<file path="config.mk">
export PLATFORM = sky130hd
export DESIGN_NAME = timer_pair
export DESIGN_NICKNAME = d
export VERILOG_FILES = /design/src/pkg/timer_pair_pkg.sv /design/src/core/timer_pair.sv /design/src/core/timer_prescaler.sv
export SDC_FILE = /design/constraint.sdc
export NUM_CORES = 1
export LEC_CHECK = 0
export BUFFER_PORTS_ARGS = -buffer_cell sky130_fd_sc_hd__buf_2
export CAP_MARGIN = 20
export CORE_MARGIN = 2
export CORE_UTILIZATION = 40
export DETAILED_ROUTE_END_ITERATION = 12
export GPL_TIMING_DRIVEN = 0
export PLACE_DENSITY_LB_ADDON = 0.25
export SYNTH_ARGS = -nofsm -noshare
export SYNTH_HDL_FRONTEND = slang
export SYNTH_SLANG_ARGS = --single-unit
</file>
<file path="constraint.sdc">
create_clock -name i_clk_sys -period 3 [get_ports i_clk_sys]
set_input_delay 0.3 -clock i_clk_sys [delete_from_list [all_inputs] [get_ports i_clk_sys]]
set_output_delay 0.3 -clock i_clk_sys [all_outputs]
set_load 0.03 [all_outputs]
</file>
<file path="src/pkg/timer_pair_pkg.sv">
// Constants, field layout and mode encoding for the cascadable timer pair.
// Assumes a 10 MHz system clock and a byte-wide register port.
package timer_pair_pkg;

	// System clock
	localparam int SYS_CLK_HZ     = 10_000_000;
	localparam int SYS_PERIOD_NS  = 1_000_000_000 / SYS_CLK_HZ;

	// Register port geometry
	localparam int ADDR_W = 3;
	localparam int DATA_W = 8;

	// Register offsets
	localparam logic [ADDR_W-1:0] OFS_PAIR_RUN   = 3'h0;
	localparam logic [ADDR_W-1:0] OFS_PAIR_MODE  = 3'h1;
	localparam logic [ADDR_W-1:0] OFS_LOW_CMP    = 3'h2;
	localparam logic [ADDR_W-1:0] OFS_HIGH_CMP   = 3'h3;
	localparam logic [ADDR_W-1:0] OFS_FF_CTRL    = 3'h4;
	localparam logic [ADDR_W-1:0] OFS_LOWER_CNT  = 3'h5;
	localparam logic [ADDR_W-1:0] OFS_UPPER_CNT  = 3'h6;

	// Run register bits
	localparam int RUN_LOWER_BIT = 0;
	localparam int RUN_UPPER_BIT = 1;

	// Mode register fields
	localparam int MODE_LOWER_CLK_LSB = 0;
	localparam int MODE_UPPER_CLK_LSB = 2;
	localparam int MODE_PWM_SEL_LSB   = 4;
	localparam int MODE_PAIR_LSB      = 6;

	// Toggle flip-flop control fields
	localparam int FF_SRC_UPPER_BIT = 0;
	localparam int FF_INV_EN_BIT    = 1;
	localparam int FF_CMD_LSB       = 2;
	localparam int FF_DBUF_EN_BIT   = 4;
	localparam int FF_STATE_BIT     = 5;
	localparam logic [1:0] FF_CMD_INVERT = 2'h0;
	localparam logic [1:0] FF_CMD_SET    = 2'h1;
	localparam logic [1:0] FF_CMD_CLEAR  = 2'h2;
	localparam logic [1:0] FF_CMD_KEEP   = 2'h3;

	// Reset value, last count and count step
	localparam logic [DATA_W-1:0] RST_BYTE   = 8'h00;
	localparam logic [DATA_W-1:0] CNT_LAST   = 8'hFF;
	localparam logic [DATA_W-1:0] CNT_STEP   = 8'h01;

	// Prescaler tap widths: a tap fires once per 2^bits system clocks
	localparam int TAP_DIV8_BITS    = 3;
	localparam int TAP_DIV32_BITS   = 5;
	localparam int TAP_DIV128_BITS  = 7;
	localparam int TAP_DIV2048_BITS = 11;

	// Pair operating modes, in field order
	typedef enum logic [1:0] {
		MODE_DUAL8,
		MODE_CASCADE16,
		MODE_PULSE,
		MODE_PWM
	} pair_mode_t;

	// PWM period selections
	localparam logic [1:0] PWM_SEL_64  = 2'h1;
	localparam logic [1:0] PWM_SEL_128 = 2'h2;

endpackage

</file>
<file path="src/core/timer_pair.sv">
// Pair of cascadable 8-bit interval timers with pulse and PWM output.
// Assumes a byte register port on the system clock and an async count pin.
`timescale 1ns/100ps
`default_nettype none

// What this block does
// - Clearing run bit halts and zeroes counter
// - Interval is one to 256 tap periods
// - Lower clock: pin, div8, div32, div128
// - Upper clock: lower match, div8, div128, div2048
// - Interval match toggles flip-flop onto pin
// - Mode 01 joins timers into 16 bits
// - 16-bit upper counts on lower overflow
// - Low write suspends 16-bit joint compare, high resumes
// - 16-bit lower match pulses without clearing
// - Double match clears both, raises interrupt
// - Double match toggles only when inversion enabled
// - Pulse mode: lower timer drives pin only
// - Pulse mode toggles on either compare match
// - Pulse mode buffer loads on high match
// - PWM uses lower timer; upper stays independent
// - PWM toggles on compare and period overflow
// - PWM overflow clears the lower counter
// - PWM buffer loads on period overflow
// - Mode 00 gives two independent timers
module timer_pair
	import timer_pair_pkg::*;
(
	input  wire logic              i_clk_sys,
	input  wire logic              i_rst_b,
	input  wire logic [ADDR_W-1:0] i_addr,
	input  wire logic [DATA_W-1:0] i_wr_data,
	input  wire logic              i_wr_en,
	input  wire logic              i_rd_en,
	output logic      [DATA_W-1:0] o_rd_data,
	input  wire logic              i_ext_count_input,
	output logic                   o_toggle_output_pin,
	output logic                   o_upper_timer_irq,
	output logic                   o_lower_match_pulse
);

	logic              lower_run, upper_run;
	pair_mode_t        pair_mode_field;
	logic [1:0]        pwm_period_select, upper_clock_select, lower_clock_select;
	logic [DATA_W-1:0] low_compare_reg, low_compare_buf, high_compare_reg;
	logic              toggle_src_upper, inv_en, dbuf_en, cmp_en;
	logic              output_toggle_ff;
	logic [DATA_W-1:0] lower_up_counter, upper_up_counter;
	logic              ext_meta, ext_sync, ext_sync_d, ext_level, ext_rise;
	logic              prescale_div8, prescale_div32, prescale_div128, prescale_div2048;
	logic              run_wr, mode_wr, low_wr, high_wr, ff_wr;
	logic              lower_clk, upper_clk, lower_tick, upper_tick;
	logic [DATA_W-1:0] lo_next, up_next;
	logic              lower_match, high_hit, lower_ovf, pwm_ovf, period_last;
	logic              upper_match, combined, toggle_evt, irq_evt, lower_clear;

	// Increment helper shared by both counters
	function automatic logic [DATA_W-1:0] bump(input logic [DATA_W-1:0] v);
		bump = v + CNT_STEP;
	endfunction

	timer_prescaler u_prescaler (
		.i_clk_sys          (i_clk_sys),
		.i_rst_b            (i_rst_b),
		.o_prescale_div8    (prescale_div8),
		.o_prescale_div32   (prescale_div32),
		.o_prescale_div128  (prescale_div128),
		.o_prescale_div2048 (prescale_div2048)
	);

	// Register write strobes
	assign run_wr  = i_wr_en && (i_addr == OFS_PAIR_RUN);
	assign mode_wr = i_wr_en && (i_addr == OFS_PAIR_MODE);
	assign low_wr  = i_wr_en && (i_addr == OFS_LOW_CMP);
	assign high_wr = i_wr_en && (i_addr == OFS_HIGH_CMP);
	assign ff_wr   = i_wr_en && (i_addr == OFS_FF_CTRL);

	// Count pin synchroniser; a level counts once stages two and three agree
	always_ff @(posedge i_clk_sys or negedge i_rst_b) begin
		if (!i_rst_b) begin
			ext_meta   <= 1'b0;
			ext_sync   <= 1'b0;
			ext_sync_d <= 1'b0;
			ext_level  <= 1'b0;
		end else begin
			ext_meta   <= i_ext_count_input;
			ext_sync   <= ext_meta;
			ext_sync_d <= ext_sync;
			if (ext_sync == ext_sync_d) begin
				ext_level <= ext_sync_d;
			end
		end
	end
	assign ext_rise = (ext_sync == ext_sync_d) && ext_sync_d && !ext_level;

	// Run and mode registers
	always_ff @(posedge i_clk_sys or negedge i_rst_b) begin
		if (!i_rst_b) begin
			lower_run          <= 1'b0;
			upper_run          <= 1'b0;
			pair_mode_field    <= MODE_DUAL8;
			pwm_period_select  <= 2'h0;
			upper_clock_select <= 2'h0;
			lower_clock_select <= 2'h0;
		end else begin
			if (run_wr) begin
				lower_run <= i_wr_data[RUN_LOWER_BIT];
				upper_run <= i_wr_data[RUN_UPPER_BIT];
			end
			if (mode_wr) begin
				pair_mode_field    <= pair_mode_t'(i_wr_data[MODE_PAIR_LSB +: 2]);
				pwm_period_select  <= i_wr_data[MODE_PWM_SEL_LSB +: 2];
				upper_clock_select <= i_wr_data[MODE_UPPER_CLK_LSB +: 2];
				lower_clock_select <= i_wr_data[MODE_LOWER_CLK_LSB +: 2];
			end
		end
	end

	// Lower clock source select
	always_comb begin
		case (lower_clock_select)
			2'h0:    lower_clk = ext_rise;
			2'h1:    lower_clk = prescale_div8;
			2'h2:    lower_clk = prescale_div32;
			default: lower_clk = prescale_div128;
		endcase
	end
	assign lower_tick = lower_run && lower_clk;
	assign lo_next    = bump(lower_up_counter);

	// PWM period end for the selected 2^n length
	always_comb begin
		case (pwm_period_select)
			PWM_SEL_64:  period_last = &lower_up_counter[5:0];
			PWM_SEL_128: period_last = &lower_up_counter[6:0];
			default:     period_last = (lower_up_counter == CNT_LAST);
		endcase
	end

	// Lower comparator events
	assign lower_match = lower_tick && (lo_next == low_compare_reg);
	assign high_hit    = lower_tick && (lo_next == high_compare_reg)
	                     && (pair_mode_field == MODE_PULSE);
	assign lower_ovf   = lower_tick && (lower_up_counter == CNT_LAST);
	assign pwm_ovf     = lower_tick && period_last && (pair_mode_field == MODE_PWM);

	// Upper clock: lower overflow in 16-bit mode, else the selected source
	always_comb begin
		if (pair_mode_field == MODE_CASCADE16) begin
			upper_clk = lower_ovf;
		end else begin
			case (upper_clock_select)
				2'h0:    upper_clk = lower_match;
				2'h1:    upper_clk = prescale_div8;
				2'h2:    upper_clk = prescale_div128;
				default: upper_clk = prescale_div2048;
			endcase
		end
	end
	// Upper counter idles in pulse mode
	assign upper_tick  = upper_run && upper_clk && (pair_mode_field != MODE_PULSE);
	assign up_next     = bump(upper_up_counter);
	assign upper_match = upper_tick && (up_next == high_compare_reg);
	// Joint 16-bit match needs both comparators and an armed compare
	assign combined    = (pair_mode_field == MODE_CASCADE16) && lower_match && cmp_en
	                     && (upper_up_counter == high_compare_reg);

	// Lower clear condition per mode
	always_comb begin
		case (pair_mode_field)
			MODE_DUAL8:     lower_clear = lower_match;
			MODE_CASCADE16: lower_clear = combined;
			MODE_PULSE:     lower_clear = high_hit;
			default:        lower_clear = pwm_ovf;
		endcase
	end

	// Toggle and interrupt events per mode
	always_comb begin
		case (pair_mode_field)
			MODE_DUAL8: begin
				toggle_evt = toggle_src_upper ? upper_match : lower_match;
				irq_evt    = upper_match;
			end
			MODE_CASCADE16: begin
				toggle_evt = combined;
				irq_evt    = combined;
			end
			MODE_PULSE: begin
				toggle_evt = lower_match || high_hit;
				irq_evt    = 1'b0;
			end
			default: begin
				toggle_evt = lower_match || pwm_ovf;
				irq_evt    = upper_match;
			end
		endcase
	end

	// Lower up counter
	always_ff @(posedge i_clk_sys or negedge i_rst_b) begin
		if (!i_rst_b) begin
			lower_up_counter <= RST_BYTE;
		end else if ((run_wr && !i_wr_data[RUN_LOWER_BIT]) || !lower_run) begin
			lower_up_counter <= RST_BYTE;
		end else if (lower_clear) begin
			lower_up_counter <= RST_BYTE;
		end else if (lower_tick) begin
			lower_up_counter <= lo_next;
		end
	end

	// Upper up counter
	always_ff @(posedge i_clk_sys or negedge i_rst_b) begin
		if (!i_rst_b) begin
			upper_up_counter <= RST_BYTE;
		end else if ((run_wr && !i_wr_data[RUN_UPPER_BIT]) || !upper_run) begin
			upper_up_counter <= RST_BYTE;
		end else if (combined) begin
			upper_up_counter <= RST_BYTE;
		end else if (pair_mode_field != MODE_CASCADE16 && upper_match) begin
			upper_up_counter <= RST_BYTE;
		end else if (upper_tick) begin
			upper_up_counter <= up_next;
		end
	end

	// Compare registers; low may be double buffered in pulse and PWM modes
	always_ff @(posedge i_clk_sys or negedge i_rst_b) begin
		if (!i_rst_b) begin
			low_compare_reg  <= RST_BYTE;
			low_compare_buf  <= RST_BYTE;
			high_compare_reg <= RST_BYTE;
		end else begin
			if (low_wr) begin
				low_compare_buf <= i_wr_data;
				if (!dbuf_en || pair_mode_field == MODE_DUAL8
				    || pair_mode_field == MODE_CASCADE16) begin
					low_compare_reg <= i_wr_data;
				end
			end else if (dbuf_en && high_hit) begin
				low_compare_reg <= low_compare_buf;
			end else if (dbuf_en && pwm_ovf) begin
				low_compare_reg <= low_compare_buf;
			end
			if (high_wr) begin
				high_compare_reg <= i_wr_data;
			end
		end
	end

	// Compare arm: low write suspends, high write re-arms
	always_ff @(posedge i_clk_sys or negedge i_rst_b) begin
		if (!i_rst_b) begin
			cmp_en <= 1'b1;
		end else if (high_wr) begin
			cmp_en <= 1'b1;
		end else if (low_wr) begin
			cmp_en <= 1'b0;
		end
	end

	// Flip-flop control and the toggle flip-flop; software command wins
	always_ff @(posedge i_clk_sys or negedge i_rst_b) begin
		if (!i_rst_b) begin
			toggle_src_upper <= 1'b0;
			inv_en           <= 1'b0;
			dbuf_en          <= 1'b0;
			output_toggle_ff <= 1'b0;
		end else if (ff_wr) begin
			toggle_src_upper <= i_wr_data[FF_SRC_UPPER_BIT];
			inv_en           <= i_wr_data[FF_INV_EN_BIT];
			dbuf_en          <= i_wr_data[FF_DBUF_EN_BIT];
			case (i_wr_data[FF_CMD_LSB +: 2])
				FF_CMD_INVERT: output_toggle_ff <= !output_toggle_ff;
				FF_CMD_SET:    output_toggle_ff <= 1'b1;
				FF_CMD_CLEAR:  output_toggle_ff <= 1'b0;
				default:       output_toggle_ff <= output_toggle_ff;
			endcase
		end else if (toggle_evt && inv_en) begin
			output_toggle_ff <= !output_toggle_ff;
		end
	end
	assign o_toggle_output_pin = output_toggle_ff;

	// Registered event pulses
	always_ff @(posedge i_clk_sys or negedge i_rst_b) begin
		if (!i_rst_b) begin
			o_upper_timer_irq   <= 1'b0;
			o_lower_match_pulse <= 1'b0;
		end else begin
			o_upper_timer_irq   <= irq_evt;
			o_lower_match_pulse <= lower_match;
		end
	end

	// Read port; compare registers read as zero
	always_ff @(posedge i_clk_sys or negedge i_rst_b) begin
		if (!i_rst_b) begin
			o_rd_data <= RST_BYTE;
		end else if (!i_rd_en) begin
			o_rd_data <= RST_BYTE;
		end else if (i_addr == OFS_PAIR_RUN) begin
			o_rd_data <= {6'h00, upper_run, lower_run};
		end else if (i_addr == OFS_PAIR_MODE) begin
			o_rd_data <= {pair_mode_field, pwm_period_select,
			              upper_clock_select, lower_clock_select};
		end else if (i_addr == OFS_FF_CTRL) begin
			o_rd_data <= {2'h0, output_toggle_ff, dbuf_en, FF_CMD_KEEP,
			              inv_en, toggle_src_upper};
		end else if (i_addr == OFS_LOWER_CNT) begin
			o_rd_data <= lower_up_counter;
		end else if (i_addr == OFS_UPPER_CNT) begin
			o_rd_data <= upper_up_counter;
		end else begin
			o_rd_data <= RST_BYTE;
		end
	end
endmodule
`default_nettype wire

</file>
<file path="src/core/timer_prescaler.sv">
// Free-running prescaler producing one-cycle tap enables.
// Assumes one system clock; taps are enables, never clocks.
`timescale 1ns/100ps
`default_nettype none
module timer_prescaler
	import timer_pair_pkg::*;
#(
	parameter int WIDTH = TAP_DIV2048_BITS
) (
	input  wire logic i_clk_sys,
	input  wire logic i_rst_b,
	output logic      o_prescale_div8,
	output logic      o_prescale_div32,
	output logic      o_prescale_div128,
	output logic      o_prescale_div2048
);

	logic [WIDTH-1:0] count;

	// Refuse a divider too short for the slowest tap, at elaboration
	if (WIDTH < TAP_DIV2048_BITS) begin : g_width_check
		$error("prescaler width too small");
	end

	// Free-running divider
	always_ff @(posedge i_clk_sys or negedge i_rst_b) begin
		if (!i_rst_b) begin
			count <= '0;
		end else begin
			count <= count + 1'b1;
		end
	end

	// Tap enables fire on the last count of each period
	assign o_prescale_div8    = &count[TAP_DIV8_BITS-1:0];
	assign o_prescale_div32   = &count[TAP_DIV32_BITS-1:0];
	assign o_prescale_div128  = &count[TAP_DIV128_BITS-1:0];
	assign o_prescale_div2048 = &count[TAP_DIV2048_BITS-1:0];

endmodule
`default_nettype wire

</file>
* Word level (Yosys, flattened, before mapping)
Cells that the tools add are included.
** Operators by class
- Reductions and logical operators :: 57
- Muxes and demuxes :: 30
- Divide/modulo/power cells :: 0
- Order comparisons :: 0
- Eq/ne operators :: 27
- Multiply operators :: 0
- Shift operators :: 0
- Bitwise operators :: 0
- Add/subtract/negate cells :: 3
** Operators with widths (count)
- 2-to-1 mux 8 bit :: 17
- == test 8 bit :: 4
- logical AND 1 bit :: 26
- adder 8 x 1 -> 8 bit, second input constant :: 2
- one-hot mux 1 bit (3 select lines) :: 5
- AND reduction 7 bit :: 2
- == test 2 bit, second input constant :: 6
- adder 11 x 1 -> 11 bit, second input constant :: 1
- AND reduction 11 bit :: 1
- == test 2 x 1 -> 1 bit, second input constant :: 5
- == test 3 bit, second input constant :: 3
- == test 8 bit, second input constant :: 1
- zero test 2 bit :: 4
- zero test 1 bit :: 7
- == test 3 x 2 -> 1 bit, second input constant :: 2
- logical OR 1 bit :: 6
- 2-to-1 mux 1 bit :: 6
- AND reduction 6 bit :: 1
- nonzero test 3 bit :: 2
- AND reduction 5 bit :: 1
- inequality test 2 x 1 -> 1 bit, second input constant :: 2
- inequality test 4 x 1 -> 1 bit, second input constant :: 1
- one-hot mux 1 bit (2 select lines) :: 2
- AND reduction 2 bit :: 2
- other kinds (7) :: 8
** Storage, ports and cells
- Bits in latches :: 0
- Memory bits (writable) :: 0
- Output and inout bits :: 11
- Bits in registers :: 80
- ROM bits :: 0
- Word-level logic and storage cells :: 141
- Input port bits :: 16
- Memories :: 0

* Logic depth before layout (Yosys ltp)
- Word-level depth :: 16
- Mapped depth :: 13
- Mapped depth without buffers :: 12

* By module
A second synthesis with hierarchy kept.
** Unflattened totals
- Cell total of the unflattened synthesis :: 444
- Area total of the unflattened synthesis :: 4598.2 um2
** Modules (own cells, without submodules)
- timer_pair :: cells each 406, area an instance 4111.4 um2, sequential area each 1727.9 um2, instances 1
- timer_prescaler :: cells each 38, area an instance 486.7 um2, sequential area each 275.3 um2, instances 1

* Least setup slack after synthesis
Ideal clock, no wire load.
- Path kind :: register -> register
- Start :: reg lower_up_counter[1]
- End :: reg upper_up_counter[0]
- Cell stages (with the launch flop) :: 11
- Setup time :: 132 ps
- Clock period less this slack :: 2612 ps
- Slack :: 388 ps
- Data required time :: 2868 ps
- Data arrival time :: 2480 ps
- Buffers on the path :: 1
- Cells stage by stage :: dfrtp_1 > ha_1 > buf_2 > xnor3_1 > nand3_1 > nor3_1 > o2111ai_2 > o31ai_4 > nand3_1 > o211ai_2 > nor2_1
** On the way
- Longest elaborated chain between the ends :: 12
- Elaborated cells on any way between the ends :: 18
- Those cells by class :: add/sub: 1; eq/ne: 2; mux: 5; reduce/logical: 10
** RTL lines
- start, declared :: RTL line timer_pair.sv:48 : logic [DATA_W-1:0] lower_up_counter, upper_up_counter;
- start signal, assigned :: RTL line timer_pair.sv:209 : lower_up_counter <= lo_next;
- adder 8 x 1 -> 8 bit :: RTL line timer_pair.sv:59 : bump = v + CNT_STEP;
- == test 8 bit :: RTL line timer_pair.sv:141 : assign lower_match = lower_tick && (lo_next == low_compare_reg);
- logical AND 1 bit :: RTL line timer_pair.sv:141
- one-hot mux 1 bit (3 select lines) :: RTL line timer_pair.sv:152 : case (upper_clock_select)
- 2-to-1 mux 1 bit :: RTL line timer_pair.sv:149 : if (pair_mode_field == MODE_CASCADE16) begin
- logical AND 1 bit (2 in series) :: RTL line timer_pair.sv:161 : assign upper_tick = upper_run && upper_clk && (pair_mode_field != MODE_PULSE);
- logical AND 1 bit :: RTL line timer_pair.sv:163 : assign upper_match = upper_tick && (up_next == high_compare_reg);
- logical AND 1 bit :: RTL line timer_pair.sv:221 : end else if (pair_mode_field != MODE_CASCADE16 && upper_match) begin
- 2-to-1 mux 8 bit :: RTL line timer_pair.sv:221
- 2-to-1 mux 8 bit :: RTL line timer_pair.sv:219 : end else if (combined) begin
- 2-to-1 mux 8 bit :: RTL line timer_pair.sv:217 : end else if ((run_wr && !i_wr_data[RUN_UPPER_BIT]) || !upper_run) begin
- end signal, assigned :: RTL line timer_pair.sv:224 : upper_up_counter <= up_next;
- end, declared :: RTL line timer_pair.sv:48
Parallel ways exist; a longest one is shown, timed or not.
A chain may end at the register's enable or synchronous reset.

* Worst setup path after layout
- Start :: reg lower_up_counter[1]
- End :: reg upper_up_counter[3]
Same word-level chain as after synthesis.

==> results.toml <==
[global_routing]
grt_start_max_net_pins = 52
antenna_found_initial = 0
grt_pass1_vias = 3458
grt_pass1_wl_um = 18500
grt_util_met2_pct = 29.9
overflow = 0
track_usage_pct = 19.1
grt-busiest-layer = "met2"
use_met1_pct = 26.2
grt_util_met3_pct = 4.16

[timing]
fin_skew_ns = 0.00686
rsz0062_at_grt = "true"
fmax_mhz = 347
timing_hold_violations_final = 0
layout_setup_ws_ns = 0.115
drv_slew = 0
fin_crit_ns = 2.89
fin_crit_sh_pct = 96.2
hold_ws_ns = 0.0647
slew_headroom_pct = 47.4
finalSetupViolations = 0
worst_pin_slew_ns = 0.789

[synth]
synth.largest_area_cell = "dfrtp_1"
synth_top_area_share_pct = 43.0
synthDistinctLibCells = 62
syn_area_per_cell_um2 = 9.82
synth_warnings = 0
synth.net_count = 499
ys_seq_area_share_pct = 43.6
synthArstFlopShare_pct = 100
ys_seq_elements = 80
synth.cell_area_mm2 = 0.00459
synth_edf_count = 0
synthTopCellsByArea = "dfrtp_1 (43%), mux2_2 (7.4%), xnor2_1 (5.9%)"
syn_inst = 468
synthFlopType = "dfrtp_1"

[place]
place_congestion = 0.900
dp_hpwl_um = 8380
place_ws_ns = -0.326
numPortBuffers = 26
dp.cells = 638

[drt]
via_per_inst = 5.40
routed_wl_um = 11300
ant_nets = 0
vias = 3577
drt-initial-drc-count = 212
wl_per_cell_um = 17.0
drcViolationCount = 0
firstDrtPassIters = 4

[cts]
cts_buffers = 9
clk_latency_ns = 0.34
cts.sinks = 80
cts_tree = "built"
clkTransAtPathRegs_ns = 0.06
cts_buffer_depth = 2
cts_root_buf = "clkbuf_16"
cts-htree-levels = 3

[setup_path]
cp.required_ns = 3.26
path_max_fanout = 9
cp_num_buf_inv = 2
cp_cell_sequence = "ha_1 > clkbuf_4 > xnor3_1 > nand3_1 > nor3_2 > o2111ai_4 > o31ai_4 > buf_4 > nand2_4 > or3_1 > a21oi_1"
cp-end-kind = "register"
slowest_stage = "dfrtp_2"
cp.arrival_ns = 3.15
critPathMaxStageDelay_ns = 0.43
crit_type = "reg2reg"
path_delay_family = "simple AND/OR/NAND/NOR gates"
critPathLaunchType = "register"

[power_and_ir_drop]
power_density_mw_per_mm2 = 592
irDropWorstVdd_mv = 0.308
p_leak_nw = 2.38

[floorplanning]
io_pins = 27
die_y_um = 111
dieArea_mm2 = 0.0124
start_util_pct = 40.6
fp.dieW_um = 111
coreArea_mm2 = 0.0113
row_count = 39

[outcome]
status = "completed"

[flow_run]
drv_cap = 0

[layout]
syn_to_final_growth_pct = 17.0
nNetsFinal = 545
fillers = 1061
diodes = 0
instances_no_fill = 662
largest_register_ffs = 11
final_cell_mix = "dfrtp_1 (78), nand2_1 (53), xnor2_1 (31)"
drive_above_1_share_pct = 20.6
final_common_cell = "dfrtp_1"
regMostFlops = "u_prescaler.count"

[min_path]
hp-class = "in2reg"
==> final timing paths <==
path                                      from                   to  slack, ns  cells after the start
max                        lower_up_counter[1]  upper_up_counter[3]       0.11                     11
min                          i_ext_count_input             ext_meta       0.06                      1
max reg2reg                lower_up_counter[1]  upper_up_counter[3]       0.11                     11
min reg2reg                           ext_meta             ext_sync       0.36                      0
max in group asynchronous              i_rst_b               cmp_en       1.94                      3
min in group asynchronous              i_rst_b  upper_up_counter[2]       0.44                      2
==> cell type report <==
cell class	instances	area (um^2)	area share, %
tap	143	179	3.33
clock inverter	4	52.6	0.977
multi-input combinational	347	2470	46.0
inverter	19	71.3	1.33
buffer	22	108	2.00
clock buffer	12	256	4.77
timing repair buffer	35	235	4.37
sequential	80	2000	37.3
==> report_power, final <==
group          switching [mW]  leakage [nW]  internal [mW]
Combinational           0.382          1.23          0.309
Sequential              0.144          1.02           1.23
Clock                   0.433         0.141          0.690
==> cell families (layout without fill, tap and decap cells) <==
logic type	count (synthesis)	in the layout	share of synthesized area, %
xor+xnor	52	52	10.2
simple gates	169	169	18.5
buf+inv	41	92	3.84
fa+ha+maj	15	15	4.08
compound gates	73	73	10.6
flops	80	80	43.6
mux	38	38	9.10
==> per-stage QoR <==
stage / cell area [um^2] / power, mW / setup TNS, ns / util [%]
floorplan: 4590 / 1.82 / 0 / -
global placement: 4900 / 2.02 / -2.27 / 43.3
detailed placement: 4930 / 2.04 / -2.85 / 43.6
CTS: 5310 / 3.20 / 0 / 46.9
global route: 5380 / 3.36 / -0.182 / 47.5
finish: 5380 / 3.19 / 0 / 47.5
==> layer usage <==
metal  up-vias  wire length [um]
li1       1723                 -
met1      1747              5140
met2        86              5270
met3        21               530
met4         0               331
met5         -                 0
==> Yosys cell counts, drive strengths merged, types with 3 or more instances <==
cell type,instances
o31ai,5
nand2,54
o211ai,4
ha,15
nand4,7
nor2,30
nand3,27
dfrtp,79
a21oi,14
buf,10
or3,3
o21ai,31
nor3,10
inv,19
nor4,5
nor2b,4
xor2,20
mux2i,8
xnor2,31
mux2,30
and3,11
clkbuf,12
and2,5
==> repair_timing <==
action | CTS | global route
hold endpoints to repair | 29 | 0
hold buffers | 1 | 0
pin swaps | 1 | 2
setup buffers | 3 | 4
setup endpoints to repair | 22 | 24
resized for setup | 5 | 5
No activity file was read; power rests on OpenSTA's default activity.
